$ cat config.mk
export PLATFORM = sky130hd
export DESIGN_NAME = smd_supply_monitor
export DESIGN_NICKNAME = d
export VERILOG_FILES = /design/src/smd_pkg.sv /design/src/smd_level_filter.sv /design/src/smd_supply_monitor.sv
export SDC_FILE = /design/constraint.sdc
export NUM_CORES = 1
export LEC_CHECK = 0
export ABC_AREA = 1
export BUFFER_PORTS_ARGS = -buffer_cell sky130_fd_sc_hd__buf_2
export CORE_MARGIN = 5
export CORE_UTILIZATION = 55
export DETAILED_ROUTE_END_ITERATION = 7
export GPL_ROUTABILITY_DRIVEN = 1
export PLACE_DENSITY = 0.74
export SETUP_SLACK_MARGIN = 0.15
export SYNTH_ARGS = -nofsm -noshare
export SYNTH_HDL_FRONTEND = slang
export SYNTH_SLANG_ARGS = --single-unit
export TNS_END_PERCENT = 10
$ cat constraint.sdc
create_clock -name sys_clk -period 4.3 [get_ports sys_clk]
set_input_delay 1.29 -clock sys_clk [delete_from_list [all_inputs] [get_ports sys_clk]]
set_output_delay 1.29 -clock sys_clk [all_outputs]
set_load 0.05 [all_outputs]
$ cat src/smd_pkg.sv
// constants, field layout and carrier types of the supply monitor and diagnostics block
package smd_pkg;

    localparam int unsigned CLK_PERIOD_NS   = 5;
    localparam int unsigned ADDR_W          = 7;

    // register map
    localparam logic [6:0] ADDR_FUNC_CTRL   = 7'h00;
    localparam logic [6:0] ADDR_GATE_CODE   = 7'h15;
    localparam logic [6:0] ADDR_OV_THR      = 7'h1a;
    localparam logic [6:0] ADDR_UV_THR      = 7'h1b;
    localparam logic [6:0] ADDR_LIMP_CTRL   = 7'h3c;
    localparam logic [6:0] ADDR_VBAT_READ   = 7'h44;
    localparam logic [6:0] ADDR_TEMP_READ   = 7'h46;
    localparam logic [6:0] ADDR_DIAG        = 7'h4c;
    localparam logic [6:0] ADDR_FALLBACK    = 7'h54;

    // field positions
    localparam int unsigned FC_CFG_DONE     = 0;
    localparam int unsigned FC_OUT1_EN      = 1;
    localparam int unsigned FC_OUT2_EN      = 2;
    localparam int unsigned FC_MEAS_EN      = 6;
    localparam int unsigned LC_TIMER_LSB    = 1;
    localparam int unsigned LC_EXIT_LSB     = 4;
    localparam int unsigned FB_ACTIVE_BIT   = 3;

    // reset values
    localparam logic [7:0] FUNC_CTRL_RST    = 8'h00;
    localparam logic [7:0] GATE_CODE_RST    = 8'h80;
    localparam logic [7:0] OV_THR_RST       = 8'hff;
    localparam logic [7:0] UV_THR_RST       = 8'h00;
    localparam logic [2:0] LH_SEL_RST       = 3'h0;

    // gate-supply code limits
    localparam logic [7:0] GATE_CODE_MIN_STD = 8'h80;
    localparam logic [7:0] GATE_CODE_MIN_EXT = 8'h5d;
    localparam logic [7:0] GATE_CODE_MAX     = 8'hb7;

    // exit field patterns
    localparam logic [2:0] EXIT_REFRESH     = 3'h7;
    localparam logic [2:0] EXIT_STEP1       = 3'h1;
    localparam logic [2:0] EXIT_STEP2       = 3'h2;
    localparam logic [2:0] EXIT_STEP3       = 3'h4;

    // timing
    localparam int unsigned LH_SEL_N        = 8;
    localparam int unsigned LH_CNT_W        = 28;
    localparam int unsigned LH_TIME_NS [LH_SEL_N] = '{
        5409600, 10819200, 21639600, 43279200,
        86558400, 173116800, 346233600, 692479200};
    localparam int unsigned LH_CYC [LH_SEL_N] = '{
        LH_TIME_NS[0] / CLK_PERIOD_NS, LH_TIME_NS[1] / CLK_PERIOD_NS,
        LH_TIME_NS[2] / CLK_PERIOD_NS, LH_TIME_NS[3] / CLK_PERIOD_NS,
        LH_TIME_NS[4] / CLK_PERIOD_NS, LH_TIME_NS[5] / CLK_PERIOD_NS,
        LH_TIME_NS[6] / CLK_PERIOD_NS, LH_TIME_NS[7] / CLK_PERIOD_NS};
    localparam int unsigned STARTUP_TIME_NS = 1000;
    localparam int unsigned FILTER_TIME_NS  = 500;
    localparam int unsigned STARTUP_CYC_DEF =
        (STARTUP_TIME_NS + CLK_PERIOD_NS - 1) / CLK_PERIOD_NS;
    localparam int unsigned FILTER_CYC_DEF  =
        (FILTER_TIME_NS + CLK_PERIOD_NS - 1) / CLK_PERIOD_NS;

    typedef enum logic [3:0] {
        ST_IDLE  = 4'b0001,
        ST_START = 4'b0010,
        ST_RUN   = 4'b0100,
        ST_FAIL  = 4'b1000
    } smd_state_e;

    typedef struct packed {
        logic       wr;
        logic       rd;
        logic [6:0] addr;
        logic [7:0] data;
    } smd_req_s;

    typedef struct packed {
        logic [7:0] vbatCode;
        logic [7:0] tempCode;
        logic       tempOver;
        logic       gateInWindow;
        logic       out1InWindow;
        logic       out2InWindow;
    } smd_analog_s;

    typedef struct packed {
        logic       rangeExt;
        logic       restartTemp;
        logic       restartUv;
        logic       restartOv;
        logic       limpEnable;
        logic       useMode;
        logic [7:0] limpFuncCtrl;
        logic [7:0] limpGateCode;
    } smd_nvm_s;

    function automatic logic gateCodeAllowed(input logic [7:0] code, input logic ext);
        logic [7:0] lo;
        lo = ext ? GATE_CODE_MIN_EXT : GATE_CODE_MIN_STD;
        return (code >= lo) && (code <= GATE_CODE_MAX);
    endfunction

endpackage

$ cat src/smd_level_filter.sv
`timescale 1ns/100ps
// level filter that follows its input only after it has held longer than the hold time
module smd_level_filter #(
    parameter int unsigned HOLD_CYC = 4,
    parameter int unsigned CNT_W    = $clog2(HOLD_CYC + 1)
) (
    // clock and reset
    input  wire logic sys_clk,
    input  wire logic rst,
    // level in, filtered level out
    input  wire logic level,
    output logic      filtered
);

    if (HOLD_CYC < 1 || CNT_W < $clog2(HOLD_CYC + 1)) begin : gBadHold
        $error("hold count must be at least one and fit the counter");
    end

    logic [CNT_W-1:0] cnt_q;
    logic [CNT_W-1:0] cnt_d;
    logic             filt_q;
    logic             filt_d;

    // a glitch shorter than the hold time restarts the count
    always_comb begin
        filt_d = filt_q;
        cnt_d  = '0;
        if (level != filt_q) begin
            if (cnt_q == CNT_W'(HOLD_CYC)) begin
                filt_d = level;
            end else begin
                cnt_d = cnt_q + 1'b1;
            end
        end
    end

    always_ff @(posedge sys_clk) begin
        if (rst) begin
            cnt_q  <= '0;
            filt_q <= 1'b0;
        end else begin
            cnt_q  <= cnt_d;
            filt_q <= filt_d;
        end
    end

    assign filtered = filt_q;

endmodule

$ cat src/smd_supply_monitor.sv
`timescale 1ns/100ps
// supervision, diagnostics, fail silent and fallback control of the boost controller
module smd_supply_monitor
    import smd_pkg::*;
#(
    parameter int unsigned STARTUP_CYC        = STARTUP_CYC_DEF,
    parameter int unsigned FILTER_CYC         = FILTER_CYC_DEF,
    parameter int unsigned LH_CYC_P [LH_SEL_N] = LH_CYC
) (
    // clock and reset
    input  wire logic        sys_clk,
    input  wire logic        rst,
    // deframed serial register access
    input  wire smd_req_s    regReq,
    output logic [7:0]       regRdData,
    output logic             regRdValid,
    // analog monitor codes and comparators
    input  wire smd_analog_s anaIn,
    // nvm-held configuration
    input  wire smd_nvm_s    nvmCfg,
    // power stage control
    output logic             gateSupplyOn,
    output logic             switchEn1,
    output logic             switchEn2,
    output logic             failSilent,
    output logic             fallbackActive
);

    localparam int unsigned ST_CNT_W = $clog2(STARTUP_CYC + 1);

    if (STARTUP_CYC < 1 || FILTER_CYC < 1) begin : gBadTime
        $error("startup and filter counts must be at least one");
    end
    for (genvar i = 0; i < LH_SEL_N; i++) begin : gLhChk
        if (LH_CYC_P[i] < 1 || LH_CYC_P[i] >= (1 << LH_CNT_W)) begin : gBadLh
            $error("watch timeout count out of range");
        end
    end

    // pin synchroniser: analog flags and codes arrive from another domain
    smd_analog_s anaMeta_q;
    smd_analog_s ana_q;

    always_ff @(posedge sys_clk) begin
        if (rst) begin
            anaMeta_q <= '0;
            ana_q     <= '0;
        end else begin
            anaMeta_q <= anaIn;
            ana_q     <= anaMeta_q;
        end
    end

    // register state
    logic [7:0]          funcCtrl_q,  funcCtrl_d;
    logic [7:0]          gateCode_q,  gateCode_d;
    logic [7:0]          ovThr_q,     ovThr_d;
    logic [7:0]          uvThr_q,     uvThr_d;
    logic [2:0]          lhSel_q,     lhSel_d;
    logic [7:0]          vbatRd_q,    vbatRd_d;
    logic [7:0]          tempRd_q,    tempRd_d;
    logic [7:0]          rdData_q,    rdData_d;
    logic                rdValid_q,   rdValid_d;
    logic                tjFlag_q,    tjFlag_d;
    logic                uvFlag_q,    uvFlag_d;
    logic                ovFlag_q,    ovFlag_d;
    logic                serFlag_q,   serFlag_d;
    logic                gerrFlag_q,  gerrFlag_d;
    logic                fallback_q,  fallback_d;
    logic [1:0]          exitStep_q,  exitStep_d;
    logic [LH_CNT_W-1:0] lhCnt_q,     lhCnt_d;

    // supervision state
    smd_state_e          state_q,     state_d;
    logic [ST_CNT_W-1:0] stCnt_q,     stCnt_d;
    logic [3:0]          cause_q,     cause_d;
    logic                gateGood_q,  gateGood_d;
    logic                supplyOn_q,  supplyOn_d;
    logic                sw1_q,       sw1_d;
    logic                sw2_q,       sw2_d;
    logic                fail_q,      fail_d;

    // decoded conditions
    logic       opMode;
    logic       outReq;
    logic       measOn;
    logic       faultTj;
    logic       faultUv;
    logic       faultOv;
    logic       wrOk;
    logic       rdOk;
    logic       wrDo;
    logic       cmdErr;
    logic       diagWr;
    logic       lcWr;
    logic [2:0] exitPat;
    logic       gerrSet;
    logic       out1Ok;
    logic       out2Ok;

    assign opMode  = funcCtrl_q[FC_CFG_DONE];
    assign outReq  = opMode && !nvmCfg.useMode
                     && (funcCtrl_q[FC_OUT1_EN] || funcCtrl_q[FC_OUT2_EN]);
    assign measOn  = outReq || funcCtrl_q[FC_MEAS_EN];
    assign faultTj = ana_q.tempOver;
    assign faultUv = measOn && (ana_q.vbatCode < uvThr_q);
    assign faultOv = measOn && (ana_q.vbatCode > ovThr_q);
    assign exitPat = regReq.data[LC_EXIT_LSB +: 3];

    smd_level_filter #(
        .HOLD_CYC (FILTER_CYC)
    ) uOut1Filt (
        .sys_clk  (sys_clk),
        .rst      (rst),
        .level    (ana_q.out1InWindow),
        .filtered (out1Ok)
    );

    smd_level_filter #(
        .HOLD_CYC (FILTER_CYC)
    ) uOut2Filt (
        .sys_clk  (sys_clk),
        .rst      (rst),
        .level    (ana_q.out2InWindow),
        .filtered (out2Ok)
    );

    // access check: locked, read-only, out-of-range writes and fallback writes other than to limp control are refused
    always_comb begin
        wrOk = 1'b0;
        rdOk = 1'b1;
        unique case (regReq.addr)
            ADDR_FUNC_CTRL, ADDR_DIAG, ADDR_LIMP_CTRL: begin
                wrOk = 1'b1;
            end
            ADDR_GATE_CODE: begin
                wrOk = !opMode && gateCodeAllowed(regReq.data, nvmCfg.rangeExt);
            end
            ADDR_OV_THR, ADDR_UV_THR: begin
                wrOk = !opMode;
            end
            ADDR_VBAT_READ, ADDR_TEMP_READ, ADDR_FALLBACK: begin
                wrOk = 1'b0;
            end
            default: begin
                rdOk = 1'b0;
            end
        endcase
        if (fallback_q && regReq.addr != ADDR_LIMP_CTRL) begin
            wrOk = 1'b0;
        end
        wrDo   = regReq.wr && wrOk;
        cmdErr = (regReq.wr && !wrOk) || (regReq.rd && !rdOk);
        diagWr = wrDo && regReq.addr == ADDR_DIAG;
        lcWr   = wrDo && regReq.addr == ADDR_LIMP_CTRL;
    end

    // read port: data one cycle after the strobe
    always_comb begin
        rdValid_d = regReq.rd;
        rdData_d  = 8'h00;
        if (regReq.rd) begin
            unique case (regReq.addr)
                ADDR_FUNC_CTRL: rdData_d = funcCtrl_q;
                ADDR_GATE_CODE: rdData_d = gateCode_q;
                ADDR_OV_THR:    rdData_d = ovThr_q;
                ADDR_UV_THR:    rdData_d = uvThr_q;
                ADDR_LIMP_CTRL: rdData_d = 8'({lhSel_q, 1'b0});
                ADDR_VBAT_READ: rdData_d = vbatRd_q;
                ADDR_TEMP_READ: rdData_d = tempRd_q;
                ADDR_DIAG:      rdData_d = {out1Ok, out2Ok, gateGood_q, tjFlag_q, uvFlag_q,
                                            ovFlag_q, serFlag_q, gerrFlag_q};
                ADDR_FALLBACK:  rdData_d = 8'(fallback_q) << FB_ACTIVE_BIT;
                default:        rdData_d = 8'h00;
            endcase
        end
    end

    // configuration registers, fallback watch and exit sequence
    always_comb begin
        funcCtrl_d = funcCtrl_q;
        gateCode_d = gateCode_q;
        ovThr_d    = ovThr_q;
        uvThr_d    = uvThr_q;
        lhSel_d    = lhSel_q;
        fallback_d = fallback_q;
        exitStep_d = exitStep_q;
        lhCnt_d    = lhCnt_q;
        if (wrDo) begin
            unique case (regReq.addr)
                ADDR_FUNC_CTRL: funcCtrl_d = regReq.data;
                ADDR_GATE_CODE: gateCode_d = regReq.data;
                ADDR_OV_THR:    ovThr_d    = regReq.data;
                ADDR_UV_THR:    uvThr_d    = regReq.data;
                ADDR_LIMP_CTRL: lhSel_d    = regReq.data[LC_TIMER_LSB +: 3];
                default:        lhSel_d    = lhSel_q;
            endcase
        end
        if (fallback_q) begin
            lhCnt_d = '0;
            // a wrong pattern restarts the sequence, a refresh leaves it where it is
            if (lcWr && exitPat != EXIT_REFRESH) begin
                if (exitStep_q == 2'd0 && exitPat == EXIT_STEP1) begin
                    exitStep_d = 2'd1;
                end else if (exitStep_q == 2'd1 && exitPat == EXIT_STEP2) begin
                    exitStep_d = 2'd2;
                end else if (exitStep_q == 2'd2 && exitPat == EXIT_STEP3) begin
                    exitStep_d = 2'd0;
                    fallback_d = 1'b0;
                end else begin
                    exitStep_d = 2'd0;
                end
            end
        end else if (nvmCfg.limpEnable && opMode) begin
            if (lcWr && exitPat == EXIT_REFRESH) begin
                lhCnt_d = '0;
            end else if (lhCnt_q >= LH_CNT_W'(LH_CYC_P[lhSel_q] - 1)) begin
                lhCnt_d    = '0;
                fallback_d = 1'b1;
                exitStep_d = 2'd0;
                funcCtrl_d = nvmCfg.limpFuncCtrl;
                gateCode_d = nvmCfg.limpGateCode;
            end else begin
                lhCnt_d = lhCnt_q + 1'b1;
            end
        end else begin
            lhCnt_d = '0;
        end
    end

    // supervision: startup, run, fail silent and auto restart
    always_comb begin
        state_d = state_q;
        stCnt_d = '0;
        cause_d = cause_q;
        gerrSet = 1'b0;
        unique case (state_q)
            ST_IDLE: begin
                if (outReq) begin
                    state_d = ST_START;
                end
            end
            ST_START: begin
                stCnt_d = stCnt_q + 1'b1;
                if (!outReq) begin
                    state_d = ST_IDLE;
                end else if (stCnt_q == ST_CNT_W'(STARTUP_CYC - 1)) begin
                    if (ana_q.gateInWindow) begin
                        state_d = ST_RUN;
                    end else begin
                        gerrSet = 1'b1;
                        cause_d = 4'b0001;
                        state_d = ST_FAIL;
                    end
                end
            end
            ST_RUN: begin
                if (!outReq) begin
                    state_d = ST_IDLE;
                end else if (!ana_q.gateInWindow) begin
                    cause_d = 4'b0001;
                    state_d = ST_FAIL;
                end
            end
            ST_FAIL: begin
                // a gate supply fault with no Tj, UV or OV fault in the same cycle never restarts: only an enable cycle recovers
                if ((!cause_q[3] || nvmCfg.restartTemp) && (!cause_q[2] || nvmCfg.restartUv)
                    && (!cause_q[1] || nvmCfg.restartOv) && !cause_q[0]
                    && !faultTj && !faultUv && !faultOv) begin
                    cause_d = 4'b0000;
                    state_d = ST_IDLE;
                end
            end
        endcase
        if (state_q != ST_IDLE && state_q != ST_FAIL && (faultTj || faultUv || faultOv)) begin
            cause_d = {faultTj, faultUv, faultOv, 1'b0};
            state_d = ST_FAIL;
        end
        gateGood_d = (state_d == ST_RUN);
        supplyOn_d = (state_d == ST_START) || (state_d == ST_RUN);
        sw1_d      = gateGood_d && funcCtrl_d[FC_OUT1_EN];
        sw2_d      = gateGood_d && funcCtrl_d[FC_OUT2_EN];
        fail_d     = (state_d == ST_FAIL);
    end

    // diagnostic flags: a new event wins over a clearing write in the same cycle
    always_comb begin
        tjFlag_d   = faultTj || (tjFlag_q && !diagWr);
        uvFlag_d   = faultUv || (uvFlag_q && !diagWr);
        ovFlag_d   = faultOv || (ovFlag_q && !diagWr);
        serFlag_d  = cmdErr || (serFlag_q && !diagWr);
        gerrFlag_d = gerrSet || (gerrFlag_q && !diagWr);
        vbatRd_d   = measOn ? ana_q.vbatCode : 8'h00;
        tempRd_d   = ana_q.tempCode;
    end

    // off mode is the enable-pin reset, which also clears every flag
    always_ff @(posedge sys_clk) begin
        if (rst) begin
            funcCtrl_q <= FUNC_CTRL_RST;
            gateCode_q <= GATE_CODE_RST;
            ovThr_q    <= OV_THR_RST;
            uvThr_q    <= UV_THR_RST;
            lhSel_q    <= LH_SEL_RST;
            vbatRd_q   <= 8'h00;
            tempRd_q   <= 8'h00;
            rdData_q   <= 8'h00;
            rdValid_q  <= 1'b0;
            tjFlag_q   <= 1'b0;
            uvFlag_q   <= 1'b0;
            ovFlag_q   <= 1'b0;
            serFlag_q  <= 1'b0;
            gerrFlag_q <= 1'b0;
            fallback_q <= 1'b0;
            exitStep_q <= 2'd0;
            lhCnt_q    <= '0;
        end else begin
            funcCtrl_q <= funcCtrl_d;
            gateCode_q <= gateCode_d;
            ovThr_q    <= ovThr_d;
            uvThr_q    <= uvThr_d;
            lhSel_q    <= lhSel_d;
            vbatRd_q   <= vbatRd_d;
            tempRd_q   <= tempRd_d;
            rdData_q   <= rdData_d;
            rdValid_q  <= rdValid_d;
            tjFlag_q   <= tjFlag_d;
            uvFlag_q   <= uvFlag_d;
            ovFlag_q   <= ovFlag_d;
            serFlag_q  <= serFlag_d;
            gerrFlag_q <= gerrFlag_d;
            fallback_q <= fallback_d;
            exitStep_q <= exitStep_d;
            lhCnt_q    <= lhCnt_d;
        end
    end

    always_ff @(posedge sys_clk) begin
        if (rst) begin
            state_q    <= ST_IDLE;
            stCnt_q    <= '0;
            cause_q    <= 4'b0000;
            gateGood_q <= 1'b0;
            supplyOn_q <= 1'b0;
            sw1_q      <= 1'b0;
            sw2_q      <= 1'b0;
            fail_q     <= 1'b0;
        end else begin
            state_q    <= state_d;
            stCnt_q    <= stCnt_d;
            cause_q    <= cause_d;
            gateGood_q <= gateGood_d;
            supplyOn_q <= supplyOn_d;
            sw1_q      <= sw1_d;
            sw2_q      <= sw2_d;
            fail_q     <= fail_d;
        end
    end

    assign regRdData      = rdData_q;
    assign regRdValid     = rdValid_q;
    assign gateSupplyOn   = supplyOn_q;
    assign switchEn1      = sw1_q;
    assign switchEn2      = sw2_q;
    assign failSilent     = fail_q;
    assign fallbackActive = fallback_q;

endmodule

==> impl_metrics.py, run 1 <==
metrics = {
    "cells_and_area": {
        "final_common_cell": "sky130_fd_sc_hd__nand2_1",
        "drive_above_1_share": 0.115,
        "finalInstanceArea_mm2": 0.0100,
        "final_cell_count_no_fill": 1529,
        "antenna-diode-count": 0,
        "num-fill-cells": 1415,
        "mostFrequentLayoutCells": "222 x sky130_fd_sc_hd__nand2_1, 203 x sky130_fd_sc_hd__inv_1, 183 x sky130_fd_sc_hd__nor2_1",
        "syn_to_final_growth_pct": 13.1,
        "nets": 1419,
    },
    "floorplan": {
        "pin_count": 75,
        "fp.dieW_um": 137,
        "initial_utilization": 0.559,
        "floorplan.core_area_mm2": 0.0158,
        "num_rows": 46,
        "die_height_um": 137,
        "floorplan.die_area_mm2": 0.0187,
    },
    "worst_setup_path": {
        "worst_setup_path_startpoint": "lhSel_q[0]$_SDFFE_PP0P_",
        "worst-endpoint-required_ns": 4.63,
        "crit_type": "reg -> reg",
        "crit_path_end_kind": "flop",
        "maximum_fanout_encountered_on_the_critical_timing_path": 28,
        "critical_path.startpoint_type": "flop",
        "reg2reg_from": "lhSel_q[0]$_SDFFE_PP0P_",
        "worst_reg2reg_setup_slack_ns": 0.54,
        "critPathArrivalTime_ns": 4.09,
    },
    "pwr": {
        "power_switching_uw": 795,
        "combinational_share_of_power": 0.042,
        "power.density_cell_area_mw_per_mm2": 335,
        "report.power.total_mw": 3.35,
        "worst_ir_drop_vdd_uv": 303,
        "power_frac_seq": 0.487,
        "power.static_leakage_nw": 4.54,
        "clkPwrFrac": 0.471,
        "power.share.switching": 0.237,
        "power_report.internal_total_mw": 2.55,
    },
    "clock_tree": {
        "tritoncts.num_buffers": 17,
        "cts_setup_buffers": 0,
        "cts_tree": "done",
        "clk_pin_slew_ns": 0.07,
        "cts.root.buffer_cell": "sky130_fd_sc_hd__clkbuf_16",
        "numClockSinks": 173,
        "clock_path_buffers": 2,
        "htreeDepth": 4,
        "clock_latency_ns": 0.43,
    },
    "drt": {
        "vias_per_cell": 5.16,
        "ant_nets": 0,
        "routed_via_count": 7882,
        "dr.pass1.iters": 6,
        "totalWireLength_mm": 20.7,
        "drcViolationCount": 0,
        "drt_iter0_markers": 635,
        "drt-wirelength-per-cell_um": 13.5,
    },
    "logic_synthesis": {
        "prevailing_post_synth_register_cell": "sky130_fd_sc_hd__dfxtp_1",
        "asyncSetResetFlopFracSynth": 0,
        "number_of_synthesized_flops_with_an_enable_pin": 0,
        "synthesis.area_per_instance_um2": 7.19,
        "synth_seq_area_share": 0.391,
        "post_synth_inst_count": 1231,
        "ys.warnings.count": 0,
        "mappedNetlistNets": 1350,
        "netlist_area_mm2": 0.00885,
        "ys_seq_elements": 173,
        "netlist_cell_types": 49,
    },
    "grt": {
        "grt_util_met1": 0.301,
        "grt.met3_usage": 0.0596,
        "antenna_violations_before_repair": 0,
        "most_used_routing_layer": "met2",
        "track_usage": 0.225,
        "grt_use_met2": 0.360,
        "total_overflow_reported_by_the_global_router": 0,
        "wire_length_of_the_first_global_routing_pass_mm": 33.7,
        "pin_count_of_the_biggest_net_entering_global_routing": 52,
        "via_count_of_the_first_global_routing_pass": 7100,
    },
    "place": {
        "gp_routability_congestion": 0.917,
        "placed_cell_area_mm2": 0.00937,
        "placement.io_buffers": 74,
        "place_inst": 1497,
        "place_hpwl_mm": 15.4,
    },
    "status": {
        "run_status": "complete, no violations",
    },
    "sta": {
        "setup_tns_ns": 0,
        "worstMarginPinSlew_ns": 0.683,
        "finalCritPeriodShare": 0.874,
        "final.setup_skew_ns": 0.0110,
        "period_needed_ns": 3.76,
        "grt_setup_unrepaired": "no",
        "final-max-slew-violation-count": 0,
        "max_clock_freq_mhz": 266,
        "final_setup_vio_count": 0,
        "hold_viol": 0,
        "timing.slew.headroom": 0.543,
    },
    "run": {
        "drv.max_cap_violation_count": 0,
    },
    "hold_path": {
        "timing.hold.worst.class": "reg -> reg",
        "hold_start": "tempRd_d[6]$_SDFF_PP0_",
    },
}
[worst max-delay path, cell delays in order, from the launching register on]
cell and delay [ns]:
sky130_fd_sc_hd__dfxtp_1 0.40, sky130_fd_sc_hd__inv_1 0.14, sky130_fd_sc_hd__ha_1 0.32, sky130_fd_sc_hd__nand2_1 0.07, sky130_fd_sc_hd__inv_1 0.10, sky130_fd_sc_hd__a21oi_1 0.05
sky130_fd_sc_hd__inv_1 0.08, sky130_fd_sc_hd__nand2_1 0.06, sky130_fd_sc_hd__o21ai_0 0.16, sky130_fd_sc_hd__o21ai_0 0.18, sky130_fd_sc_hd__nor3_2 0.19, sky130_fd_sc_hd__nand3_1 0.13
sky130_fd_sc_hd__o21a_1 0.20, sky130_fd_sc_hd__ha_1 0.27, sky130_fd_sc_hd__nand2_1 0.09, sky130_fd_sc_hd__o21ai_0 0.09, sky130_fd_sc_hd__nand2_1 0.06, sky130_fd_sc_hd__a21o_1 0.10
sky130_fd_sc_hd__nand3_1 0.12, sky130_fd_sc_hd__nor3_1 0.29, sky130_fd_sc_hd__nand2_4 0.25, sky130_fd_sc_hd__nor3b_1 0.29
[metal layers]
| layer | part of all wire | vias to the layer above |
|---|---|---|
| li1 | - | 4073 |
| met1 | 0.45 | 3489 |
| met2 | 0.45 | 282 |
| met3 | 0.082 | 38 |
| met4 | 0.020 | 0 |
| met5 | 0 | - |
[repair_timing]
action,CTS,global route
resized for setup,0,8
endpoints found under the hold margin,0,0
endpoints found under the setup margin,0,43
hold buffers,0,0
[cells by family (layout without fill, tap and decap cells)]
| group | Yosys count | count (layout) | synth area share |
|---|---|---|---|
| adder cells (fa/ha/maj) | 58 | 58 | 0.0820 |
| AO/OA/AOI/OAI | 187 | 187 | 0.117 |
| AND/OR/NAND/NOR | 547 | 547 | 0.276 |
| flip-flops | 173 | 173 | 0.391 |
| XOR/XNOR | 29 | 29 | 0.0287 |
| buffers and inverters | 237 | 319 | 0.105 |
[synthesized netlist by cell type, types with 2 or more instances]
library cell,count,area [um^2]
sky130_fd_sc_hd__nor4_1,4,25.0
sky130_fd_sc_hd__nand2_4,3,33.8
sky130_fd_sc_hd__nor3_1,24,120
sky130_fd_sc_hd__buf_4,4,30.0
sky130_fd_sc_hd__a21boi_0,2,15.0
sky130_fd_sc_hd__a221oi_1,5,43.8
sky130_fd_sc_hd__a41oi_1,4,35.0
sky130_fd_sc_hd__nor3_4,2,32.5
sky130_fd_sc_hd__nor2_2,6,37.5
sky130_fd_sc_hd__a211oi_1,3,22.5
sky130_fd_sc_hd__nand3b_1,2,15.0
sky130_fd_sc_hd__inv_1,203,762
sky130_fd_sc_hd__nand4_1,21,131
sky130_fd_sc_hd__nand2_2,5,31.3
sky130_fd_sc_hd__nand3_2,2,20.0
sky130_fd_sc_hd__a21oi_1,71,355
sky130_fd_sc_hd__buf_1,3,11.3
sky130_fd_sc_hd__nand3_4,2,35.0
sky130_fd_sc_hd__nor2_4,2,22.5
sky130_fd_sc_hd__xnor2_1,7,61.3
sky130_fd_sc_hd__nand2_1,222,833
sky130_fd_sc_hd__ha_1,58,726
sky130_fd_sc_hd__a31oi_1,4,25.0
sky130_fd_sc_hd__buf_2,6,30.0
sky130_fd_sc_hd__o21a_1,3,22.5
sky130_fd_sc_hd__nand3_1,49,245
sky130_fd_sc_hd__nor3b_1,11,82.6
sky130_fd_sc_hd__nor2_1,183,687
sky130_fd_sc_hd__dfxtp_1,173,3460
sky130_fd_sc_hd__o21ai_0,80,400
sky130_fd_sc_hd__o22ai_1,5,31.3
sky130_fd_sc_hd__xor2_1,22,193
sky130_fd_sc_hd__inv_2,7,26.3
sky130_fd_sc_hd__nand4_4,2,42.5
sky130_fd_sc_hd__or2_2,3,18.8
sky130_fd_sc_hd__a2111oi_0,3,26.3
sky130_fd_sc_hd__clkbuf_1,12,45.0
sky130_fd_sc_hd__buf_6,2,22.5
[area by class of cell]
type | count | area [um^2] | area share
clock buffer | 17 | 425 | 0.0425
clock inverter | 15 | 181 | 0.0181
inverter | 210 | 788 | 0.0788
multi-input combinational | 821 | 4480 | 0.448
sequential | 173 | 3470 | 0.346
tap | 216 | 270 | 0.0270
timing repair buffer | 77 | 393 | 0.0393
[registers in the layout (all words and copies together), names as in the netlist, 8 cells and up]
signal      cells
anaMeta_q      20
ana_q          11
funcCtrl_q      8
tempRd_q        8
gateCode_q      8
stCnt_q         8
uvThr_q         8
regRdData       8
vbatRd_q        8
ovThr_q         8
tempRd_d        8
lhCnt_q        28
[stage by stage]
| step | setup WS [ns] | utilization | hold slack [ns] |
|---|---|---|---|
| after floorplan | 1.03 | - | 0.388 |
| after global placement | 0.628 | 0.592 | 0.393 |
| after detailed placement | 0.401 | 0.592 | 0.392 |
| after CTS | 0.374 | 0.630 | 0.401 |
| after global routing | 0.140 | 0.632 | 0.418 |
| final | 0.542 | 0.632 | 0.399 |
[power groups by stage]
| stage | registers, mW | logic (mW) | clock network (mW) |
|---|---|---|---|
| after floorplan | 1.67 | 0.0765 | 0 |
| after global placement | 1.67 | 0.136 | 0 |
| after detailed placement | 1.67 | 0.138 | 0 |
| after CTS | 1.63 | 0.139 | 1.60 |
| after global routing | 1.63 | 0.158 | 1.66 |
| final | 1.63 | 0.139 | 1.58 |
[worst paths after layout]
kind                                  to  cells past startpoint
setup reg to reg  lhCnt_q[12]$_SDFF_PP0_                     21
hold / removal    tempRd_q[6]$_SDFF_PP0_                      2
hold reg to reg   tempRd_q[6]$_SDFF_PP0_                      2
setup / recovery  lhCnt_q[12]$_SDFF_PP0_                     21
(Power assumes the default switching activity.)
==> inputs of run 2 (changes only) <==
Settings changed: GPL_TIMING_DRIVEN from default to 0.
==> run 2 against run 1 <==
  * Sequential cell count unchanged
  * Via count up 0.93%
  * Combinational power up 3%
  * Cell count up 1.5%
  * Final area up 0.65%
  * Non-clock buffer count up 23
  * Die area unchanged
  * Fmax down 1.5%
  * Largest power group unchanged
  * Highest routed layer unchanged
==> impl_metrics.py, run 2 (same netlist as run 1, synthesis figures left out) <==
metrics = {
    "drt": {
        "routed.top_layer": "met4",
        "drcViolationCount": 0,
        "ant_nets": 0,
        "totalWireLength_mm": 21.2,
        "wirelength_met1_mm": 9.74,
        "routed_via_count": 7955,
        "met2_routed_wirelength_mm": 9.57,
        "routed-wl-met3_mm": 1.61,
        "dr.pass1.iters": 6,
        "drt-wirelength-per-cell_um": 13.7,
        "drt_iter0_markers": 635,
        "vias_per_cell": 5.13,
    },
    "cells_and_area": {
        "final_cell_count_no_fill": 1552,
        "multi_input_logic_area_mm2": 0.00446,
        "registers.top_by_ff_count": "lhCnt_q",
        "drive_above_1_share": 0.119,
        "syn_to_final_growth_pct": 13.8,
        "area.sequential_mm2": 0.00347,
        "antenna-diode-count": 0,
        "final_common_cell": "sky130_fd_sc_hd__nand2_1",
        "nets": 1442,
        "max_ffs_per_register": 28,
        "mostFrequentLayoutCells": "222 x sky130_fd_sc_hd__nand2_1, 203 x sky130_fd_sc_hd__inv_1, 183 x sky130_fd_sc_hd__nor2_1",
        "num-fill-cells": 1444,
        "largest_registers": "lhCnt_q x28, anaMeta_q x20, ana_q x11",
    },
    "status": {
        "run_status": "complete, no violations",
    },
    "clock_tree": {
        "numClockSinks": 173,
        "holdBufCountCts": 0,
        "cts.root.buffer_cell": "sky130_fd_sc_hd__clkbuf_16",
        "htreeDepth": 4,
        "cts_tree": "done",
        "clock_path_buffers": 2,
        "clk_pin_slew_ns": 0.07,
        "clock_latency_ns": 0.43,
        "tritoncts.num_buffers": 17,
    },
    "pwr": {
        "power.density_cell_area_mw_per_mm2": 324,
        "worst_ir_drop_vdd_uv": 292,
        "power.static_leakage_nw": 4.58,
    },
    "worst_setup_path": {
        "crit_type": "reg -> reg",
        "worst_reg2reg_setup_slack_ns": 0.48,
        "critPathArrivalTime_ns": 4.14,
        "worstSetupEndpoint": "gateCode_q[3]$_SDFF_PP0_",
        "worstReg2RegEnd": "gateCode_q[3]$_SDFF_PP0_",
        "worst-endpoint-required_ns": 4.63,
        "critical_path.startpoint_type": "flop",
        "maximum_fanout_encountered_on_the_critical_timing_path": 10,
        "reg2reg_from": "lhSel_q[0]$_SDFFE_PP0P_",
        "worst_setup_path_startpoint": "lhSel_q[0]$_SDFFE_PP0P_",
        "worst_r2r_path_depth": 21,
        "crit_path_end_kind": "flop",
    },
    "sta": {
        "grt_setup_unrepaired": "no",
        "final.setup_skew_ns": 0.0136,
        "period_needed_ns": 3.82,
        "setup_tns_ns": 0,
        "finalCritPeriodShare": 0.887,
        "worstMarginPinSlew_ns": 0.783,
        "max_clock_freq_mhz": 262,
        "hold_viol": 0,
        "final-max-slew-violation-count": 0,
        "final_setup_vio_count": 0,
        "timing.slew.headroom": 0.478,
    },
    "place": {
        "placement.io_buffers": 72,
        "place_hpwl_mm": 16.3,
        "gp_routability_congestion": 0.927,
        "place_inst": 1519,
    },
    "floorplan": {
        "num_rows": 46,
        "initial_utilization": 0.559,
        "pin_count": 75,
        "fp.dieW_um": 137,
        "die_height_um": 137,
        "floorplan.core_area_mm2": 0.0158,
        "floorplan.die_area_mm2": 0.0187,
    },
    "grt": {
        "total_overflow_reported_by_the_global_router": 0,
        "wire_length_of_the_first_global_routing_pass_mm": 35.1,
        "antenna_violations_before_repair": 0,
        "via_count_of_the_first_global_routing_pass": 7369,
        "track_usage": 0.235,
        "pin_count_of_the_biggest_net_entering_global_routing": 19,
    },
    "hold_path": {
        "timing.hold.worst.class": "reg -> reg",
    },
    "run": {
        "drv.max_cap_violation_count": 0,
    },
}
## run 2: report_power, final
group | switching [mW] | internal (mW)
Sequential | 0.00935 | 1.62
Clock | 0.719 | 0.771
Combinational | 0.0921 | 0.0509
Total | 0.820 | 2.44
## run 2: cell type report
cell class | instances | area share
Inverter | 210 | 0.0783
Timing Repair Buffer | 73 | 0.0365
Clock inverter | 15 | 0.0148
Clock buffer | 17 | 0.0422
Multi-Input combinational cell | 821 | 0.443
Tap cell | 216 | 0.0268
Buffer | 27 | 0.0139
Sequential cell | 173 | 0.344
## run 2: worst min path at each step
| stage | start | end | cells after the start |
|---|---|---|---|
| 2_1_floorplan | anaMeta_q[0]$_SDFF_PP0_ | ana_q[0]$_SDFF_PP0_ | 2 |
| 3_3_place_gp | anaMeta_q[0]$_SDFF_PP0_ | ana_q[0]$_SDFF_PP0_ | 2 |
| 3_5_place_dp | anaMeta_q[2]$_SDFF_PP0_ | ana_q[2]$_SDFF_PP0_ | 2 |
| 4_1_cts | anaMeta_q[2]$_SDFF_PP0_ | ana_q[2]$_SDFF_PP0_ | 2 |
| 5_1_grt | anaMeta_q[2]$_SDFF_PP0_ | ana_q[2]$_SDFF_PP0_ | 2 |
| 6_report | tempRd_d[3]$_SDFF_PP0_ | tempRd_q[3]$_SDFF_PP0_ | 2 |
## run 2: repair_timing
action / in CTS / in global routing
buffers inserted: 0 / 1
gates resized for setup: 0 / 6
setup endpoints to repair: 0 / 19
## run 2: routing by layer
| layer | vias to the layer above | track usage |
|---|---|---|
| li1 | 4126 | - |
| met1 | 3560 | 0.325 |
| met2 | 239 | 0.375 |
| met3 | 30 | 0.0518 |
| met4 | 0 | 0.0576 |
| met5 | - | 0 |
## run 2: worst max-delay path, cell delays in order (launching register included)
cell	delay [ns]
sky130_fd_sc_hd__dfxtp_2	0.35
sky130_fd_sc_hd__inv_1	0.18
sky130_fd_sc_hd__ha_1	0.27
sky130_fd_sc_hd__inv_1	0.07
sky130_fd_sc_hd__o21ai_0	0.33
sky130_fd_sc_hd__nand4_1	0.19
sky130_fd_sc_hd__or2_2	0.33
sky130_fd_sc_hd__xor2_1	0.14
sky130_fd_sc_hd__inv_1	0.06
sky130_fd_sc_hd__ha_1	0.26
sky130_fd_sc_hd__nand2_1	0.06
sky130_fd_sc_hd__nor2_1	0.17
sky130_fd_sc_hd__nand4_1	0.14
sky130_fd_sc_hd__nor4_1	0.19
sky130_fd_sc_hd__nand2_1	0.08
sky130_fd_sc_hd__nand3_1	0.14
sky130_fd_sc_hd__nand2_1	0.13
sky130_fd_sc_hd__inv_1	0.14
sky130_fd_sc_hd__o21ai_2	0.08
sky130_fd_sc_hd__buf_4	0.18
sky130_fd_sc_hd__o21ai_1	0.18
sky130_fd_sc_hd__nor2_1	0.06
## run 2: stage by stage
| stage | hold WS (ns) | setup WS, ns | power [mW] | util | cell area [um^2] |
|---|---|---|---|---|---|
| 4_1_cts | 0.402 | 0.386 | 3.29 | 0.635 | 10100 |
| 5_1_grt | 0.421 | 0.152 | 3.38 | 0.636 | 10100 |
| 3_3_place_gp | 0.389 | 0.452 | 1.81 | 0.599 | 9480 |
| 2_1_floorplan | 0.388 | 1.03 | 1.74 | - | 8850 |
| 6_report | 0.397 | 0.485 | 3.27 | 0.636 | 10100 |
| 3_5_place_dp | 0.392 | 0.448 | 1.81 | 0.599 | 9480 |
==> inputs of run 3 (changes only) <==
Settings changed: CORE_UTILIZATION 55 to 45, PLACE_DENSITY 0.74 to default.
==> run 3 against run 2 <==
  * Clock-buffer cell count unchanged
  * First-iteration DRC count shrank 26%
  * Cell count rose by 3.2%
  * Utilization down 11 points
  * Hold slack better by 0.0047 ns
  * Critical path depth increased by 3
  * Critical endpoint unchanged
==> impl_metrics.py, run 3 (same netlist as run 1, synthesis figures left out) <==
metrics = {
    "clock_tree": {
        "numClockSinks": 173,
        "htreeDepth": 4,
        "clock_latency_ns": 0.43,
        "cts.root.buffer_cell": "sky130_fd_sc_hd__clkbuf_16",
        "clock_path_buffers": 2,
        "tritoncts.num_buffers": 17,
        "clk_pin_slew_ns": 0.07,
        "cts_tree": "done",
    },
    "drt": {
        "vias_per_cell": 4.92,
        "totalWireLength_mm": 22.1,
        "drt_iter0_markers": 469,
        "ant_nets": 0,
        "drt-wirelength-per-cell_um": 13.8,
        "dr.pass1.iters": 5,
        "routed_via_count": 7872,
        "drcViolationCount": 0,
    },
    "cells_and_area": {
        "antenna-diode-count": 0,
        "largest_registers": "lhCnt_q x28, anaMeta_q x20, ana_q x11",
        "nets": 1442,
        "syn_to_final_growth_pct": 14.6,
        "max_ffs_per_register": 28,
        "final_common_cell": "sky130_fd_sc_hd__nand2_1",
        "drive_above_1_share": 0.119,
        "mostFrequentLayoutCells": "222 x sky130_fd_sc_hd__nand2_1, 203 x sky130_fd_sc_hd__inv_1, 183 x sky130_fd_sc_hd__nor2_1",
        "registers.top_by_ff_count": "lhCnt_q",
    },
    "grt": {
        "pin_count_of_the_biggest_net_entering_global_routing": 19,
        "wire_length_of_the_first_global_routing_pass_mm": 36.4,
        "track_usage": 0.204,
        "antenna_violations_before_repair": 0,
        "total_overflow_reported_by_the_global_router": 0,
        "via_count_of_the_first_global_routing_pass": 7310,
    },
    "floorplan": {
        "fp.dieW_um": 150,
        "floorplan.die_area_mm2": 0.0226,
        "num_rows": 51,
        "die_height_um": 150,
        "floorplan.core_area_mm2": 0.0194,
        "pin_count": 75,
        "initial_utilization": 0.456,
    },
    "pwr": {
        "power.density_cell_area_mw_per_mm2": 324,
        "power.static_leakage_nw": 4.59,
        "worst_ir_drop_vdd_uv": 290,
    },
    "sta": {
        "final.setup_skew_ns": 0.0135,
        "hold_viol": 0,
        "timing.slew.headroom": 0.501,
        "period_needed_ns": 3.79,
        "setup_ws_ns": 0.509,
        "final-max-slew-violation-count": 0,
        "finalCritPeriodShare": 0.882,
        "final_setup_vio_count": 0,
        "setup_tns_ns": 0,
        "max_clock_freq_mhz": 264,
        "worstMarginPinSlew_ns": 0.746,
        "grt_setup_unrepaired": "no",
    },
    "worst_setup_path": {
        "critical-path-top-cell-by-count": "sky130_fd_sc_hd__nand2_1",
        "worstReg2RegEnd": "gateCode_q[3]$_SDFF_PP0_",
        "worst_r2r_path_depth": 24,
        "critical_path.startpoint_type": "flop",
        "reg2reg_from": "lhSel_q[1]$_SDFFE_PP0P_",
        "path_cells": "inv_1, ha_1, nand2_1, inv_1, a21oi_1, inv_1, nand2_1, o21ai_0, o21ai_0, nor3_2, nand3_1, o21a_1, ha_1, nand2_1, o21ai_0, nand2_1, a21o_1, nand3_1, nand2_1, inv_1, o21ai_2, buf_4, o21ai_0, nor2_1",
        "maximum_fanout_encountered_on_the_critical_timing_path": 10,
        "critPathArrivalTime_ns": 4.10,
        "worst_reg2reg_setup_slack_ns": 0.51,
        "worst-endpoint-required_ns": 4.61,
        "crit_path_end_kind": "flop",
        "crit_type": "reg -> reg",
        "critical_path.max_stage_delay_ns": 0.39,
        "crit_path_top_delay_cell": "sky130_fd_sc_hd__dfxtp_2",
    },
    "place": {
        "place_hpwl_mm": 17.2,
        "placement.io_buffers": 72,
        "gp_routability_congestion": 0.901,
        "detailedPlace.worstSlack_ns": 0.419,
    },
    "hold_path": {
        "hold_start": "anaMeta_q[18]$_SDFF_PP0_",
        "min_to": "ana_q[18]$_SDFF_PP0_",
        "timing.hold.worst.class": "reg -> reg",
        "worst_hold_path.num_cells": 2,
    },
    "run": {
        "drv.max_cap_violation_count": 0,
    },
    "status": {
        "run_status": "complete, no violations",
    },
}
-- run 3: worst max-delay path by stage --
| stage | from | to | cells past startpoint |
|---|---|---|---|
| 2_1_floorplan | lhSel_q[1]$_SDFFE_PP0P_ | funcCtrl_q[3]$_SDFF_PP0_ | 24 |
| 3_3_place_gp | lhSel_q[0]$_SDFFE_PP0P_ | gateCode_q[3]$_SDFF_PP0_ | 24 |
| 3_5_place_dp | lhSel_q[1]$_SDFFE_PP0P_ | gateCode_q[3]$_SDFF_PP0_ | 24 |
| 4_1_cts | lhSel_q[1]$_SDFFE_PP0P_ | gateCode_q[3]$_SDFF_PP0_ | 24 |
| 5_1_grt | lhSel_q[2]$_SDFFE_PP0P_ | gateCode_q[3]$_SDFF_PP0_ | 21 |
| 6_report | lhSel_q[1]$_SDFFE_PP0P_ | gateCode_q[3]$_SDFF_PP0_ | 24 |
-- run 3: power breakdown --
part	switching [mW]	internal (mW)
Clock	0.729	0.775
Combinational	0.0931	0.0508
Sequential	0.00946	1.62
Total	0.832	2.45
-- run 3: timing repair --
item,CTS,global route
endpoints found under the setup margin,0,40
resized for setup,0,6
buffers inserted,0,1
hold buffers,0,0
-- run 3: per-layer routing --
layer	wire length, um	GRT usage
met3	1260	0.0358
met1	10900	0.287
met2	9560	0.315
met5	0	0
met4	419	0.0700
-- run 3: final cells by class --
type	instances	area [um^2]
Clock buffer	17	425
Inverter	210	788
Sequential cell	173	3470
Clock inverter	15	151
Fill cell	1984	9260
Multi-Input combinational cell	821	4470
Buffer	27	139
Tap cell	265	332
Timing Repair Buffer	73	368
-- run 3: stage by stage --
step / cells / hold slack (ns) / instance area (um^2) / util / total power [mW]
after global placement: 1568 / 0.390 / 9540 / 0.492 / 1.81
final: 1601 / 0.402 / 10100 / 0.523 / 3.28
after global routing: 1601 / 0.420 / 10100 / 0.523 / 3.41
after detailed placement: 1568 / 0.394 / 9540 / 0.492 / 1.81
after CTS: 1600 / 0.405 / 10100 / 0.521 / 3.31
after floorplan: 1231 / 0.388 / 8850 / - / 1.74
-- run 3: critical path: cells and delay by family (launching register included) --
family	cells	cell delay, ns
AND/OR/NAND/NOR	9	0.93
AO/OA/AOI/OAI	8	1.22
flip-flops	1	0.39
adder cells (fa/ha/maj)	2	0.59
buffers and inverters	5	0.57
